===== config.mk =====
export PLATFORM = sky130hd
export DESIGN_NAME = stx_exec
export DESIGN_NICKNAME = d
export VERILOG_FILES = /design/src/rtl/stx_pkg.sv /design/src/rtl/stx_exec.sv /design/src/rtl/stx_result_unit.sv
export VERILOG_INCLUDE_DIRS = /design/src /design/src/rtl
export SDC_FILE = /design/constraint.sdc
export NUM_CORES = 1
export LEC_CHECK = 0
export ABC_CLOCK_PERIOD_IN_PS = 5430
export BUFFER_PORTS_ARGS = -buffer_cell sky130_fd_sc_hd__buf_2
export CAP_MARGIN = 20
export CORE_UTILIZATION = 50
export CTS_CLUSTER_SIZE = 16
export DETAILED_ROUTE_END_ITERATION = 7
export PLACE_DENSITY = 0.86
export SYNTH_ARGS = -nofsm -noshare
export SYNTH_HDL_FRONTEND = slang
export SYNTH_SLANG_ARGS = --single-unit

===== constraint.sdc =====
create_clock -name clk -period 5.43 [get_ports clk]
set_clock_uncertainty 0.2 [all_clocks]
set_input_delay 0.8145 -clock clk [delete_from_list [all_inputs] [get_ports clk]]
set_output_delay 0.8145 -clock clk [all_outputs]
set_load 0.01 [all_outputs]

===== src/rtl/stx_defines.svh =====
/*
  Constants for the skip, table-fetch and exclusive-OR execution unit.
  Assumes an 8-bit data path, 16-bit program words and a 13-bit program counter.
*/
`ifndef STX_DEFINES_SVH
`define STX_DEFINES_SVH

// ----------------------------------------
// Widths and reset values
// ----------------------------------------
`define STX_DATA_W      8
`define STX_WORD_W      16
`define STX_PC_W        13
`define STX_NIB_LO      3:0
`define STX_NIB_HI      7:4
`define STX_BYTE_LO     7:0
`define STX_BYTE_HI     15:8
`define STX_PAGE_HI     12:8
`define STX_PAGE_W      5
`define STX_RST_FLAG    1'b0
`define STX_LAST_PAGE   5'h1f
`define STX_ZERO_BYTE   8'h00
`define STX_RST_BYTE    8'h00

`endif


===== src/rtl/stx_pkg.sv =====
/*
  Types for the skip, table-fetch and exclusive-OR execution unit.
  Assumes stx_defines.svh is compiled alongside.
*/
package stx_pkg;

  // ----------------------------------------
  // Operation codes handed in by the decoder
  // ----------------------------------------
  typedef enum logic [3:0]
  {
    STX_OP_NONE      = 4'b0000,
    STX_OP_NIBX      = 4'b0001,
    STX_OP_SKIP_NULL = 4'b0010,
    STX_OP_COPY_SKIP = 4'b0011,
    STX_OP_BIT_SKIP  = 4'b0100,
    STX_OP_TBL_CUR   = 4'b0101,
    STX_OP_TBL_FIN   = 4'b0110,
    STX_OP_XOR_W     = 4'b0111,
    STX_OP_XOR_M     = 4'b1000,
    STX_OP_XOR_IMM   = 4'b1001
  } stx_op_t;

  // ----------------------------------------
  // Execution phase
  // ----------------------------------------
  typedef enum logic [0:0]
  {
    STX_ST_RUN   = 1'b0,
    STX_ST_DUMMY = 1'b1
  } stx_state_t;

endpackage : stx_pkg


===== src/rtl/stx_exec.sv =====
/*
  Execution unit for nibble exchange, null skips, bit-test skip, table fetches
  and the three exclusive-OR forms of an 8-bit core.
  Assumes a decoder presents one operation per cycle with opValid, along with
  the addressed memory byte, immediate and bit select; the program store
  answers a table read on progWord in the same cycle; progAddr shows the address a cycle later.
*/
`timescale 1ns/10ps
`include "stx_defines.svh"

module stx_exec #(
  parameter int DW = `STX_DATA_W,
  parameter int WW = `STX_WORD_W,
  parameter int PW = `STX_PC_W
) (
  input  wire logic            clk,
  input  wire logic            rst_n,
  input  wire logic            opValid,
  input  wire stx_pkg::stx_op_t opCode,
  input  wire logic [DW-1:0]   memRdData,
  input  wire logic [DW-1:0]   immData,
  input  wire logic [2:0]      bitSel,
  input  wire logic [DW-1:0]   tablePointer,
  input  wire logic [PW-1:0]   fetchPc,
  input  wire logic [WW-1:0]   progWord,
  output logic      [PW-1:0]   progAddr,
  output logic      [DW-1:0]   workingRegister,
  output logic      [DW-1:0]   tableUpperByte,
  output logic                 zeroFlag,
  output logic                 memWrEn,
  output logic      [DW-1:0]   memWrData,
  output logic                 discardFetch,
  output logic                 busy
);

  // ----------------------------------------
  // State
  // ----------------------------------------
  stx_pkg::stx_state_t state_reg, state_next;
  logic [DW-1:0]       work_reg, work_next;
  logic [DW-1:0]       tblHi_reg, tblHi_next;
  logic                zero_reg, zero_next;
  logic                wrEn_reg;
  logic [DW-1:0]       wrData_reg;
  logic                discard_reg;
  logic                busy_reg;
  logic [PW-1:0]       progAddr_reg;

  // ----------------------------------------
  // Result path
  // ----------------------------------------
  wire logic [DW-1:0] nibbleSwapped;
  wire logic [DW-1:0] xorMem;
  wire logic [DW-1:0] xorImm;
  wire logic          memIsNull;
  wire logic          bitIsNull;
  wire logic          xorMemNull;
  wire logic          xorImmNull;

  stx_result_unit #(.DW(DW)) uResult (
    .memByte       (memRdData),
    .workByte      (work_reg),
    .immByte       (immData),
    .bitSel        (bitSel),
    .nibbleSwapped (nibbleSwapped),
    .xorMem        (xorMem),
    .xorImm        (xorImm),
    .memIsNull     (memIsNull),
    .bitIsNull     (bitIsNull),
    .xorMemNull    (xorMemNull),
    .xorImmNull    (xorImmNull)
  );

  // ----------------------------------------
  // Decode
  // ----------------------------------------
  // One compare per operation; a dead phase masks every match at once
  function automatic logic opHit(
    input logic             live,
    input stx_pkg::stx_op_t code,
    input stx_pkg::stx_op_t want
  );
    opHit = live && (code == want);
  endfunction : opHit

  // Operations arriving during the dummy cycle belong to the discarded fetch
  wire logic run     = opValid && (state_reg == stx_pkg::STX_ST_RUN);
  wire logic isNibX  = opHit(run, opCode, stx_pkg::STX_OP_NIBX);
  wire logic isSkipN = opHit(run, opCode, stx_pkg::STX_OP_SKIP_NULL);
  wire logic isCopyS = opHit(run, opCode, stx_pkg::STX_OP_COPY_SKIP);
  wire logic isBitS  = opHit(run, opCode, stx_pkg::STX_OP_BIT_SKIP);
  wire logic isTblC  = opHit(run, opCode, stx_pkg::STX_OP_TBL_CUR);
  wire logic isTblF  = opHit(run, opCode, stx_pkg::STX_OP_TBL_FIN);
  wire logic isXorW  = opHit(run, opCode, stx_pkg::STX_OP_XOR_W);
  wire logic isXorM  = opHit(run, opCode, stx_pkg::STX_OP_XOR_M);
  wire logic isXorI  = opHit(run, opCode, stx_pkg::STX_OP_XOR_IMM);
  wire logic isTbl   = isTblC || isTblF;

  wire logic skipTaken = ((isSkipN || isCopyS) && memIsNull)
                       || (isBitS && bitIsNull);

  // Page bits come from the fetch counter or are forced to the last page
  wire logic [`STX_PAGE_W-1:0] tblPage = isTblF ? `STX_LAST_PAGE
                                                : fetchPc[`STX_PAGE_HI];
  wire logic [PW-1:0] tblAddr = {tblPage, tablePointer};

  // ----------------------------------------
  // Next-state selection
  // ----------------------------------------
  always_comb
  begin
    state_next = skipTaken ? stx_pkg::STX_ST_DUMMY : stx_pkg::STX_ST_RUN;
    work_next  = work_reg;
    tblHi_next = tblHi_reg;
    zero_next  = zero_reg;
    case (1'b1)
      isNibX:  work_next = nibbleSwapped;
      isCopyS: work_next = memRdData;
      isTbl:   tblHi_next = progWord[`STX_BYTE_HI];
      isXorW:
      begin
        work_next = xorMem;
        zero_next = xorMemNull;
      end
      isXorM:  zero_next = xorMemNull;
      isXorI:
      begin
        work_next = xorImm;
        zero_next = xorImmNull;
      end
      default: work_next = work_reg;
    endcase
  end

  // ----------------------------------------
  // Registers
  // ----------------------------------------
  always_ff @(posedge clk or negedge rst_n)
  begin
    if (!rst_n)
      state_reg <= stx_pkg::STX_ST_RUN;
    else
      state_reg <= state_next;
  end

  always_ff @(posedge clk or negedge rst_n)
  begin
    if (!rst_n)
      work_reg <= `STX_RST_BYTE;
    else
      work_reg <= work_next;
  end

  always_ff @(posedge clk or negedge rst_n)
  begin
    if (!rst_n)
      tblHi_reg <= `STX_RST_BYTE;
    else
      tblHi_reg <= tblHi_next;
  end

  always_ff @(posedge clk or negedge rst_n)
  begin
    if (!rst_n)
      zero_reg <= `STX_RST_FLAG;
    else
      zero_reg <= zero_next;
  end

  // Memory write, discard strobe and table address are registered so that
  // every output comes from a flip-flop; the memory side sees them a cycle late.
  always_ff @(posedge clk or negedge rst_n)
  begin
    if (!rst_n)
      wrEn_reg <= `STX_RST_FLAG;
    else
      wrEn_reg <= isXorM || isTbl;
  end

  always_ff @(posedge clk or negedge rst_n)
  begin
    if (!rst_n)
      wrData_reg <= `STX_RST_BYTE;
    else
      wrData_reg <= isTbl ? progWord[`STX_BYTE_LO] : xorMem;
  end

  always_ff @(posedge clk or negedge rst_n)
  begin
    if (!rst_n)
      discard_reg <= `STX_RST_FLAG;
    else
      discard_reg <= skipTaken;
  end

  // Own flop for the pin rather than a decode of the phase register
  always_ff @(posedge clk or negedge rst_n)
  begin
    if (!rst_n)
      busy_reg <= `STX_RST_FLAG;
    else
      busy_reg <= skipTaken;
  end

  always_ff @(posedge clk or negedge rst_n)
  begin
    if (!rst_n)
      progAddr_reg <= '0;
    else
      progAddr_reg <= tblAddr;
  end

  // ----------------------------------------
  // Outputs
  // ----------------------------------------
  assign workingRegister = work_reg;
  assign tableUpperByte  = tblHi_reg;
  assign zeroFlag        = zero_reg;
  assign memWrEn         = wrEn_reg;
  assign memWrData       = wrData_reg;
  assign discardFetch    = discard_reg;
  assign busy            = busy_reg;
  assign progAddr        = progAddr_reg;

endmodule : stx_exec


===== src/rtl/stx_result_unit.sv =====
/*
  Combinational result path: nibble exchange, exclusive-OR and zero tests.
  Assumes operands are stable for the whole instruction cycle.
*/
`timescale 1ns/10ps
`include "stx_defines.svh"

module stx_result_unit #(
  parameter int DW = `STX_DATA_W
) (
  input  wire logic [DW-1:0] memByte,
  input  wire logic [DW-1:0] workByte,
  input  wire logic [DW-1:0] immByte,
  input  wire logic [2:0]    bitSel,
  output logic      [DW-1:0] nibbleSwapped,
  output logic      [DW-1:0] xorMem,
  output logic      [DW-1:0] xorImm,
  output logic               memIsNull,
  output logic               bitIsNull,
  output logic               xorMemNull,
  output logic               xorImmNull
);

  function automatic logic isNull(input logic [DW-1:0] v);
    isNull = (v == `STX_ZERO_BYTE);
  endfunction : isNull

  assign nibbleSwapped = {memByte[`STX_NIB_LO], memByte[`STX_NIB_HI]};
  assign xorMem        = workByte ^ memByte;
  assign xorImm        = workByte ^ immByte;
  assign memIsNull     = isNull(memByte);
  assign bitIsNull     = ~memByte[bitSel];
  assign xorMemNull    = isNull(xorMem);
  assign xorImmNull    = isNull(xorImm);

endmodule : stx_result_unit


==> metrics <==
antenna viol nets, final=0; post-synthesis mux area share=6.79%; power per cell area=303 nW/µm²; post-synthesis adder-cell area fraction=0%; largest net degree at the start of global routing=41; TritonCTS Buffers=5; total grt overflow=0; Slowest Stage Delay on Critical Path=0.78 ns; final HPWL from detailed placement=3880 µm; met1 WL=2200 µm; FF+latch count, synth=40; Slew @ Worst Pin=1.05 ns; cell count after synthesis=212; XOR/XNOR Fraction of Synth Area=6.56%; htree depth=2; sequential-to-total area share from yosys stat=46.8%; worst min-delay path class=reg2reg; Post-Route WL=5340 µm; routability cong.=0.890; DIE AREA=4540 µm²; Met2 Wirelength=2700 µm; Initial Util=52.7%; DP Cell Count=346; post-route insts no fill=354; Mapped Area=2140 µm²; final net count=366; critical path class=in2reg; status=finished, final reports clean; first-pass GRT wire length=8000 µm; Tmin final=2.58 ns; Critical Path RT=5.40 ns; CTS sink count=40; DR top layer=met4; Met3 Wirelength=391 µm; number of global-route vias before repair=1699; post-synthesis compound-gate area fraction=15.6%; Pre-antenna DRT Iters=4; DIE HEIGHT=67.4 µm; worst vdd ir=0.149 mV; Post-route DRC=0; Longest Clk Path Bufs=2; Setup TNS Final=0 ns; syn nets=275; clock latency on the worst-skew pair=0.28 ns; hold path depth=1; Max Cap Viol=0; RSZ-0062 raised after global routing=no; Worst-path clk slew=0.08 ns; quantity of hold-fixing buffers added after cts=0; routed vias/inst=5.49; main combinational cell family by area after synthesis=simple AND/OR/NAND/NOR gates; cells along the critical path=buf_2, inv_1, nor2_1, o21ai_2, mux2_2; final setup fails=0; Critical Path Start Type=primary input; GRT Util Overall=23.8%; area grow syn2layout=25.7%; antenna violations before repair=0; clk root buf=clkbuf_8; simple-gate area share of the yosys netlist=20.4%; Antenna Cells=0; # IOs=104; final hold violations=0; Slowest-stage cell, CP=o21ai_2; Synth cell types=39; max reg flops=13; Iter 0 DRT Violations=172; Worst R2R Path Depth=3; layout cells sized above 1=38.2%; CTS resizes=0; max_slew headroom=29.8%; leakage=1.30 nW; Die Span X=67.4 µm; max frequency=0.388 GHz; total core area=4060 µm²; routed length per placed instance=15.1 µm; worst path arrival time=2.55 ns; Vias=1945; TritonCTS clock tree=built; CP Capture Type=register; syn_area_per_cell=10.1 µm²; CP max FO=24; Std-Cell Rows=23; count of buffers from port buffering=95; fin. max-slew vios=0; part of the cycle the worst path needs=47.4%; Post-CTS Setup Bufs=0; Yosys warnings=0
==> metal layers <==
metal,up-vias,global-route usage [%]
met5,-,0
met4,0,7.18
met3,4,3.72
met2,89,40.0
met1,912,31.4
li1,940,-
==> critical path, delay by kind of cell <==
kind	cells	cell delay [ns]
buffers and inverters	2	0.42
AO/OA/AOI/OAI	1	0.78
AND/OR/NAND/NOR	1	0.10
multiplexers	1	0.42
==> cells in the mapped netlist <==
master / instances / area (µm²)
a21o_1: 1 / 7.51
mux2i_1: 1 / 10.0
nand4b_1: 1 / 8.76
nand2b_1: 5 / 31.3
or2_0: 1 / 6.26
dfrtp_1: 40 / 1000
o21ai_0: 9 / 45.0
or3_1: 8 / 50.1
nand4_1: 4 / 25.0
and2_1: 3 / 18.8
a21boi_1: 7 / 52.6
clkbuf_1: 2 / 7.51
or4b_1: 1 / 10.0
clkbuf_2: 1 / 5.00
nor3b_1: 1 / 7.51
nand3b_1: 3 / 22.5
a211oi_1: 2 / 15.0
nor2b_1: 3 / 18.8
a21boi_2: 1 / 11.3
inv_1: 1 / 3.75
buf_2: 3 / 15.0
a21oi_1: 11 / 55.1
o41ai_2: 1 / 16.3
mux4_2: 2 / 45.0
o21ai_2: 1 / 8.76
and4bb_1: 1 / 12.5
xnor2_1: 16 / 140
mux2_2: 8 / 90.1
nand3_1: 1 / 5.00
nor2_1: 28 / 105
and2b_1: 1 / 7.51
nand2_1: 10 / 37.5
buf_6: 3 / 33.8
or4_1: 2 / 15.0
a31oi_1: 10 / 62.6
o31ai_1: 8 / 60.1
nor3_1: 1 / 5.00
buf_4: 2 / 15.0
and3_1: 8 / 50.1
==> area by class of cell <==
type | instances | area (µm²)
inverter | 1 | 3.75
clock inverter | 3 | 18.8
timing repair buffer | 95 | 475
tap | 50 | 62.6
sequential | 40 | 1000
multi-input combinational | 160 | 1060
clock buffer | 5 | 68.8
fill | 339 | 1370
==> layout by cell type, fill, tap and decap left out, drive strengths merged <==
master	count
and2b	1
a21o	1
nor3b	1
and3	8
nor2b	3
or4b	1
nand4	4
nand3	1
nand3b	3
or2	1
and2	3
xnor2	16
or4	2
dfrtp	40
nand2b	5
nor2	28
a21boi	8
a211oi	2
nand2	10
o41ai	1
o21ai	10
mux2	8
nor3	1
clkbuf	5
nand4b	1
inv	1
a31oi	10
a21oi	11
and4bb	1
o31ai	8
or3	8
clkinv	3
buf	95
mux4	2
mux2i	1
==> through the flow <==
step / power, mW / instance area, µm² / utilization (%) / worst slack [ns] / hold slack, ns
2_1_floorplan: 0.520 / 2140 / - / 3.16 / 0.319
3_3_place_gp: 0.618 / 2600 / 64.0 / 2.58 / 0.281
3_5_place_dp: 0.627 / 2600 / 64.0 / 2.54 / 0.299
4_1_cts: 0.820 / 2690 / 66.2 / 2.86 / 0.318
5_1_grt: 0.864 / 2690 / 66.2 / 2.73 / 0.331
6_report: 0.814 / 2690 / 66.2 / 2.85 / 0.314
==> where the power goes <==
group	switching [mW]	internal, mW	leakage [nW]
Sequential	0.0374	0.351	0.473
Clock	0.103	0.0895	0.0479
Combinational	0.122	0.112	0.778
Total	0.262	0.552	1.30
==> cells by family after synthesis <==
family,Yosys count
buffers and inverters,12
AOI/OAI and AO/OA,51
and+or+nand+nor,82
muxes,11
DFF,40
xor gates and xnor gates,16
==> path summary, 6_finish.rpt <==
kind | endpoint | startpoint | slack [ns]
setup / recovery | tableUpperByte[6] | opCode[1] | 2.85
hold / removal | tableUpperByte[7] | tableUpperByte[7] | 0.31
setup reg to reg | tableUpperByte[6] | busy | 3.06
hold reg to reg | tableUpperByte[7] | tableUpperByte[7] | 0.31
max in group asynchronous | tableUpperByte[2] | rst_n | 4.07
min in group asynchronous | memWrData[4] | rst_n | 0.43
Note: power is estimated with default switching activity, not from simulation.
